**src/design/switch_tag_drop_pkg.sv**
```systemverilog
package switch_tag_drop_pkg;

  // ==========================================================================
  // register indices (byte address is four times the index)
  localparam logic [13:0] IDX_HOST_TAG  = 14'h1C13;
  localparam logic [13:0] IDX_PORT1_TAG = 14'h1C14;
  localparam logic [13:0] IDX_PORT2_TAG = 14'h1C15;
  localparam logic [13:0] IDX_HOST_CNT  = 14'h1C16;
  localparam logic [13:0] IDX_PORT1_CNT = 14'h1C17;
  localparam logic [13:0] IDX_PORT2_CNT = 14'h1C18;
  localparam logic [13:0] IDX_MASK      = 14'h1C20;
  localparam logic [13:0] IDX_PENDING   = 14'h1C21;

  localparam int NUM_PORTS = 3;
  localparam int ADDR_W    = 16;

  // ==========================================================================
  // default tag fields
  localparam int          VID_LSB = 0;
  localparam int          VID_W   = 12;
  localparam int          PRI_LSB = 12;
  localparam int          PRI_W   = 3;
  localparam int          TAG_W   = 15;
  localparam logic [14:0] TAG_RST = 15'h0000;

  // ==========================================================================
  // counters and mask
  localparam logic [31:0] CNT_RST  = 32'h0000_0000;
  localparam logic [31:0] CNT_MAX  = 32'hFFFF_FFFF;
  localparam logic        MASK_RST = 1'b1;
  localparam int          MASK_BIT = 0;

  // ==========================================================================
  // pending status layout
  localparam int          PEND_W        = 14;
  localparam logic [13:0] PEND_RST      = 14'h0000;
  localparam int          A_VALID       = 0;
  localparam int          A_SRC_LSB     = 1;
  localparam int          A_REASON_LSB  = 3;
  localparam int          B_VALID       = 7;
  localparam int          B_SRC_LSB     = 8;
  localparam int          B_REASON_LSB  = 10;

endpackage : switch_tag_drop_pkg

```
**src/design/drop_if.sv**
```systemverilog
`timescale 1ns/1ps
interface drop_cnt_if;
  logic        inc;
  logic        clr;
  logic [31:0] value;
  modport ctl (output inc, output clr, input value);
  modport cnt (input inc, input clr, output value);
endinterface : drop_cnt_if

interface drop_pend_if;
  logic        evt;
  logic [3:0]  reason;
  logic [1:0]  src;
  logic        clr;
  logic [13:0] status;
  modport ctl   (output evt, output reason, output src, output clr, input status);
  modport store (input evt, input reason, input src, input clr, output status);
endinterface : drop_pend_if

```
**src/design/rate_drop_counter.sv**
```systemverilog
`timescale 1ns/1ps
module rate_drop_counter (
  input wire logic clk,
  input wire logic resetn,
  drop_cnt_if.cnt  cnt
);

  function automatic logic [31:0] sat_inc(input logic [31:0] v);
    sat_inc = (v == switch_tag_drop_pkg::CNT_MAX) ? v : v + 32'h0000_0001;
  endfunction : sat_inc

  // clear and a same-cycle drop leave a count of one, so no drop is lost
  always_ff @(posedge clk or negedge resetn)
  begin
    if (!resetn)
      cnt.value <= switch_tag_drop_pkg::CNT_RST;
    else if (cnt.clr)
      cnt.value <= cnt.inc ? 32'h0000_0001 : switch_tag_drop_pkg::CNT_RST;
    else if (cnt.inc)
      cnt.value <= sat_inc(cnt.value);
  end
endmodule : rate_drop_counter

```
**src/design/drop_pending_status.sv**
```systemverilog
`timescale 1ns/1ps
module drop_pending_status (
  input wire logic   clk,
  input wire logic   resetn,
  drop_pend_if.store pend
);

  logic [13:0] status_next;

  // a drop fills set A first, then B; with both full further drops are not
  // recorded until software reads. a drop in the read cycle lands after the clear.
  always_comb
  begin
    status_next = pend.clr ? switch_tag_drop_pkg::PEND_RST : pend.status;
    if (pend.evt)
    begin
      if (!status_next[switch_tag_drop_pkg::A_VALID])
      begin
        status_next[switch_tag_drop_pkg::A_VALID] = 1'b1;
        status_next[switch_tag_drop_pkg::A_SRC_LSB +: 2] = pend.src;
        status_next[switch_tag_drop_pkg::A_REASON_LSB +: 4] = pend.reason;
      end
      else if (!status_next[switch_tag_drop_pkg::B_VALID])
      begin
        status_next[switch_tag_drop_pkg::B_VALID] = 1'b1;
        status_next[switch_tag_drop_pkg::B_SRC_LSB +: 2] = pend.src;
        status_next[switch_tag_drop_pkg::B_REASON_LSB +: 4] = pend.reason;
      end
    end
  end

  always_ff @(posedge clk or negedge resetn)
  begin
    if (!resetn)
      pend.status <= switch_tag_drop_pkg::PEND_RST;
    else
      pend.status <= status_next;
  end
endmodule : drop_pending_status

```
**src/design/switch_tag_drop_regs.sv**
```systemverilog
// Chosen here: register access over APB.
`timescale 1ns/1ps
module switch_tag_drop_regs (
  input  wire logic                   clk,
  input  wire logic                   resetn,
  // ==========================================================================
  // apb slave
  input  wire logic                   psel,
  input  wire logic                   penable,
  input  wire logic                   pwrite,
  input  wire logic [15:0]            paddr,
  input  wire logic [31:0]            pwdata,
  input  wire logic [3:0]             pstrb,
  output logic      [31:0]            prdata,
  output logic                        pready,
  output logic                        pslverr,
  // ==========================================================================
  // drop events from the buffer manager datapath
  input  wire logic [2:0]             rate_drop_evt,
  input  wire logic                   drop_evt,
  input  wire logic [3:0]             drop_reason,
  input  wire logic [1:0]             drop_src,
  // ==========================================================================
  // egress tagging defaults and interrupt
  output logic      [2:0][11:0]       default_vid,
  output logic      [2:0][2:0]        default_pri,
  output logic                        drop_irq
);

  localparam logic [13:0] IDX_TAG [3] = '{switch_tag_drop_pkg::IDX_HOST_TAG,
                                          switch_tag_drop_pkg::IDX_PORT1_TAG,
                                          switch_tag_drop_pkg::IDX_PORT2_TAG};
  localparam logic [13:0] IDX_CNT [3] = '{switch_tag_drop_pkg::IDX_HOST_CNT,
                                          switch_tag_drop_pkg::IDX_PORT1_CNT,
                                          switch_tag_drop_pkg::IDX_PORT2_CNT};

  logic [2:0][14:0] tag_reg;
  logic             mask_reg;
  logic             irq_reg;
  logic [31:0]      prdata_reg;
  logic             pready_reg;
  logic             pslverr_reg;
  logic [31:0]      rd_next;
  logic             dec_err;
  logic [2:0]       tag_hit;
  logic [2:0]       cnt_hit;
  logic             mask_hit;
  logic             pend_hit;
  logic             setup;
  logic             access;
  logic [13:0]      idx;
  logic [31:0]      cnt_value [3];
  logic             pend_any;

  drop_pend_if pend ();

  function automatic logic [31:0] lane_merge(input logic [31:0] old_v,
                                             input logic [31:0] new_v,
                                             input logic [3:0]  strb);
    for (int b = 0; b < 4; b++)
      lane_merge[b*8 +: 8] = strb[b] ? new_v[b*8 +: 8] : old_v[b*8 +: 8];
  endfunction : lane_merge

  // ==========================================================================
  // apb decode
  assign setup  = psel && !penable;
  assign access = psel && penable && pready_reg;
  assign idx    = paddr[15:2];

  always_comb
  begin
    rd_next  = 32'h0000_0000;
    dec_err  = 1'b1;
    tag_hit  = 3'h0;
    cnt_hit  = 3'h0;
    mask_hit = 1'b0;
    pend_hit = 1'b0;
    if (paddr[1:0] != 2'h0)
      dec_err = 1'b1;
    else if (idx == switch_tag_drop_pkg::IDX_MASK)
    begin
      mask_hit = 1'b1;
      dec_err  = 1'b0;
      rd_next[switch_tag_drop_pkg::MASK_BIT] = mask_reg;
    end
    else if (idx == switch_tag_drop_pkg::IDX_PENDING)
    begin
      pend_hit = 1'b1;
      dec_err  = 1'b0;
      rd_next[switch_tag_drop_pkg::PEND_W-1:0] = pend.status;
    end
    else
    begin
      for (int p = 0; p < switch_tag_drop_pkg::NUM_PORTS; p++)
      begin
        if (idx == IDX_TAG[p])
        begin
          tag_hit[p] = 1'b1;
          dec_err    = 1'b0;
          rd_next[switch_tag_drop_pkg::TAG_W-1:0] = tag_reg[p];
        end
        else if (idx == IDX_CNT[p])
        begin
          cnt_hit[p] = 1'b1;
          dec_err    = 1'b0;
          rd_next    = cnt_value[p];
        end
      end
    end
  end

  // ==========================================================================
  // apb answer: data and side effects are taken at the setup edge, so the
  // value returned and the clear of a read-to-clear register are atomic
  always_ff @(posedge clk or negedge resetn)
  begin
    if (!resetn)
    begin
      prdata_reg  <= 32'h0000_0000;
      pready_reg  <= 1'b0;
      pslverr_reg <= 1'b0;
    end
    else
    begin
      pready_reg <= setup;
      if (setup)
      begin
        prdata_reg  <= pwrite ? 32'h0000_0000 : rd_next;
        pslverr_reg <= dec_err;
      end
      else if (access)
        pslverr_reg <= 1'b0;
    end
  end

  // ==========================================================================
  // default tag registers
  always_ff @(posedge clk or negedge resetn)
  begin
    if (!resetn)
      tag_reg <= {3{switch_tag_drop_pkg::TAG_RST}};
    else if (access && pwrite)
    begin
      for (int p = 0; p < switch_tag_drop_pkg::NUM_PORTS; p++)
        if (tag_hit[p])
          tag_reg[p] <= 15'(lane_merge({17'h0_0000, tag_reg[p]}, pwdata, pstrb));
    end
  end

  always_comb
  begin
    for (int p = 0; p < switch_tag_drop_pkg::NUM_PORTS; p++)
    begin
      default_vid[p] = tag_reg[p][switch_tag_drop_pkg::VID_LSB +: switch_tag_drop_pkg::VID_W];
      default_pri[p] = tag_reg[p][switch_tag_drop_pkg::PRI_LSB +: switch_tag_drop_pkg::PRI_W];
    end
  end

  // ==========================================================================
  // interrupt mask; it only gates the output, never the pending store
  always_ff @(posedge clk or negedge resetn)
  begin
    if (!resetn)
      mask_reg <= switch_tag_drop_pkg::MASK_RST;
    else if (access && pwrite && mask_hit && pstrb[0])
      mask_reg <= pwdata[switch_tag_drop_pkg::MASK_BIT];
  end

  assign pend_any = pend.status[switch_tag_drop_pkg::A_VALID]
                 || pend.status[switch_tag_drop_pkg::B_VALID];

  always_ff @(posedge clk or negedge resetn)
  begin
    if (!resetn)
      irq_reg <= 1'b0;
    else
      irq_reg <= pend_any && !mask_reg;
  end

  // ==========================================================================
  // counters and pending store
  genvar g;
  generate
    for (g = 0; g < switch_tag_drop_pkg::NUM_PORTS; g++)
    begin : g_cnt
      drop_cnt_if cnt ();
      assign cnt.inc      = rate_drop_evt[g];
      assign cnt.clr      = setup && !pwrite && cnt_hit[g];
      assign cnt_value[g] = cnt.value;
      rate_drop_counter u_cnt (
        .clk    (clk),
        .resetn (resetn),
        .cnt    (cnt)
      );
    end
  endgenerate

  assign pend.evt    = drop_evt;
  assign pend.reason = drop_reason;
  assign pend.src    = drop_src;
  assign pend.clr    = setup && !pwrite && pend_hit;

  drop_pending_status u_pend (
    .clk    (clk),
    .resetn (resetn),
    .pend   (pend)
  );

  assign prdata   = prdata_reg;
  assign pready   = pready_reg;
  assign pslverr  = pslverr_reg;
  assign drop_irq = irq_reg;
endmodule : switch_tag_drop_regs

```
**config.mk**
```make
export PLATFORM = sky130hd
export DESIGN_NAME = switch_tag_drop_regs
export DESIGN_NICKNAME = d
export VERILOG_FILES = /design/src/design/switch_tag_drop_pkg.sv /design/src/design/drop_if.sv /design/src/design/rate_drop_counter.sv /design/src/design/drop_pending_status.sv /design/src/design/switch_tag_drop_regs.sv
export SDC_FILE = /design/constraint.sdc
export NUM_CORES = 1
export LEC_CHECK = 0
export ABC_AREA = 1
export BUFFER_PORTS_ARGS = -buffer_cell sky130_fd_sc_hd__buf_2
export CORE_MARGIN = 2
export CORE_UTILIZATION = 40
export DETAILED_ROUTE_END_ITERATION = 7
export PLACE_DENSITY = 0.64
export SETUP_SLACK_MARGIN = 0.2
export SLEW_MARGIN = 10
export SYNTH_ARGS = -nofsm -noshare
export SYNTH_HDL_FRONTEND = slang
export SYNTH_SLANG_ARGS = --single-unit
```
**constraint.sdc**
```tcl
create_clock -name clk -period 1.63 [get_ports clk]
set_input_delay 0.163 -clock clk [delete_from_list [all_inputs] [get_ports clk]]
set_output_delay 0.163 -clock clk [all_outputs]
set_load 0.01 [all_outputs]
```
==> results.cfg <==
[status]
outcome = finished, violations left
violations = negative setup slack

[floorplan]
fp-row-count = 62
die_area_um2 = 30500
die_h_um = 175
start_util = 0.406
io_pins = 147
die_w_um = 175
core_um2 = 28700

[cts]
cts_buffers = 17
clk_latency_ns = 0.46
cts.path.max_buffers = 2
cts_tree = yes
cts-htree-levels = 4
path_clk_slew_ns = 0.08
cts_sinks = 191
cts_root_buf = clkbuf_16

[worst_setup_path]
path_max_fanout = 6
startpoint_type = register
end_kind = register
crit_required_ns = 2.02
path_class = register to register
arrival_ns = 2.31

[sta]
relSlewSlack = 0.694
tns_ns = -22.33
worst_slew_pin_slew_ns = 0.455
min_period_ns = 1.92
hold_violations = 0
grt_setup_unrepaired = true
fin_ws_ns = -0.295
final.setup_skew_ns = 0.0142
fmax_mhz = 520
setup_viol = 95
post-route-period-util = 1.18
final_max_slew_viol_count = 0

[finish]
syn2layout_area_growth_pct = 49.0
drive_gt1_frac = 0.365
fin_util = 0.605
fin_cells = 2447
nets = 2120
largest_register_ff_count = 96
antennaDiodeCount = 0

[route]
ant_nets = 0
viasPerCell = 5.31
post_drt_wl_per_cell_um = 18.2
via_count = 13000
drt_first_pass_iters = 6
routed_wl_um = 44500
drtIter0Drc = 1409
drc_errors = 0

[yosys]
synth.yosys.seq_area_share = 0.410
synthArstFlopShare = 1.00
synth_nets = 1677
postSynthCellCount = 1607
synth_ff_type = dfrtp_1
ys_types = 43
syn_area_um2 = 11700
ys.warnings.count = 0
synth-edff-count = 0
syn_area_per_cell_um2 = 7.26
synth-seq-cells = 191

[placement]
dp_cells = 2354
place_hpwl_um = 32500
gp_congestion = 0.990
io_buffers = 127

[pwr]
intPower_uw = 8690
ir_worst_vdd_v = 0.000785
power.share.clock = 0.336
switching_share = 0.331
p_sw_uw = 4310
pwr-share-seq = 0.420
p_leak_uw = 0.00904
pwr-share-comb = 0.245
power_density_nw_per_um2 = 748

[grt]
grt_overflow_total = 0
grt_util_all_layers = 0.282
grt_pass1_vias = 12700
antenna_found_initial = 0
grt_pass1_wl_um = 67300
grt_max_degree = 46

[run]
max_cap_violations = 0

[worst_hold_path]
hp-class = input port to register
metal layers:
metal	vias up	GRT usage	routed length, um
met5	-	0	0
met4	0	0.107	1590
met3	128	0.0407	2710
met2	506	0.470	21700
met1	6287	0.372	18500
li1	6066	-	-
final timing paths:
path / start / to / slack, ns / cells after the start
max: g_cnt[0].u_cnt.cnt.value[0] / g_cnt[0].u_cnt.cnt.value[14] / -0.29 / 11
min: pwdata[9] / default_vid[33] / 0.005 / 3
max reg2reg: g_cnt[0].u_cnt.cnt.value[0] / g_cnt[0].u_cnt.cnt.value[14] / -0.29 / 11
min reg2reg: prdata[5] / prdata[5] / 0.49 / 2
max in group asynchronous: resetn / mask_reg / 0.87 / 3
min in group asynchronous: resetn / default_vid[14] / 0.18 / 2
cells in the mapped netlist (7+ instances only):
| cell | instances | area share |
|---|---|---|
| o21ai_0 | 68 | 0.029 |
| dfrtp_1 | 190 | 0.41 |
| nor3_1 | 40 | 0.017 |
| a21oi_1 | 7 | 0.0030 |
| nand2_1 | 448 | 0.14 |
| clkbuf_1 | 16 | 0.0051 |
| inv_2 | 19 | 0.0061 |
| xor2_1 | 70 | 0.053 |
| o21ai_2 | 10 | 0.0075 |
| mux2i_1 | 31 | 0.027 |
| inv_1 | 181 | 0.058 |
| nand3_1 | 75 | 0.032 |
| nand4_1 | 40 | 0.021 |
| o22ai_1 | 15 | 0.0080 |
| buf_2 | 32 | 0.014 |
| o21ai_1 | 68 | 0.029 |
| nor4_1 | 10 | 0.0054 |
| nand3b_1 | 25 | 0.016 |
| nor2_1 | 191 | 0.061 |
| xnor2_1 | 7 | 0.0053 |
| a221oi_1 | 17 | 0.013 |
cells by family (layout without fill, tap and decap cells):
family / count (synthesis) / after routing / synth area share
AND/OR/NAND/NOR: 856 / 858 / 0.317
XOR/XNOR: 77 / 77 / 0.0578
adder cells (fa/ha/maj): 3 / 3 / 0.00322
buffers and inverters: 259 / 713 / 0.0912
multiplexers: 31 / 31 / 0.0266
flip-flops: 191 / 191 / 0.410
AO/OA/AOI/OAI: 190 / 190 / 0.0938
power groups by stage:
stage / combinational, uW / sequential (uW) / clock (uW)
6_report: 3180 / 5450 / 4360
5_1_grt: 3440 / 5500 / 4560
4_1_cts: 2840 / 5430 / 4380
3_5_place_dp: 2600 / 5520 / 0
3_3_place_gp: 2540 / 5510 / 0
2_1_floorplan: 1170 / 5530 / 0
worst max-delay path, stage by stage (launching register included):
cell and delay [ns]:
dfrtp_1 0.36, ha_2 0.21, nand2_4 0.06, nor2_4 0.10, nand2_2 0.09, inv_2 0.09, nand3_4 0.10, o21ai_4 0.23
nand2_4 0.16, buf_12 0.18, clkbuf_16 0.15, o21ai_1 0.13
layout by cell type (no fill, tap or decap), drive strengths merged, types with 9 or more instances in the layout:
master,Yosys,final
mux2i,31,31
dfrtp,190,190
nand2,452,454
nand3b,25,25
clkinv,0,9
nor3,46,46
xor2,70,70
buf,42,456
nand3,78,78
inv,201,209
dlygate4sd3,0,14
nor2,197,197
clkbuf,16,25
nor4,10,10
o21ai,147,147
o22ai,15,15
a221oi,17,17
nand4,41,41
stage by stage:
| stage | worst slack (ns) | area, um2 | power (uW) | hold WS (ns) |
|---|---|---|---|---|
| after floorplan | -0.153 | 11900 | 6700 | -0.133 |
| after global placement | -0.409 | 15200 | 8050 | 0.0976 |
| after detailed placement | -0.379 | 15200 | 8120 | 0.101 |
| after CTS | -0.239 | 16600 | 12700 | 0.00288 |
| after global routing | -0.377 | 17400 | 13500 | 0.0141 |
| final | -0.295 | 17400 | 13000 | 0.00462 |
final cells by class:
cell class / instances / area (um2)
Clock buffer: 18 / 439
Clock inverter: 14 / 163
Fill cell: 2487 / 11300
Inverter: 201 / 785
Multi-Input combinational cell: 1159 / 6800
Sequential cell: 191 / 4780
Tap cell: 384 / 480
Timing Repair Buffer: 477 / 3900
Timing Repair inverter: 3 / 25.0
timing repair:
item	CTS	global route
buffers inserted	14	16
resized for setup	97	136
hold buffers	14	0
setup endpoints to repair	126	163
cloned	9	8
pin swaps	15	24
endpoints found under the hold margin	217	0
Power figures use the tool's default switching activity.
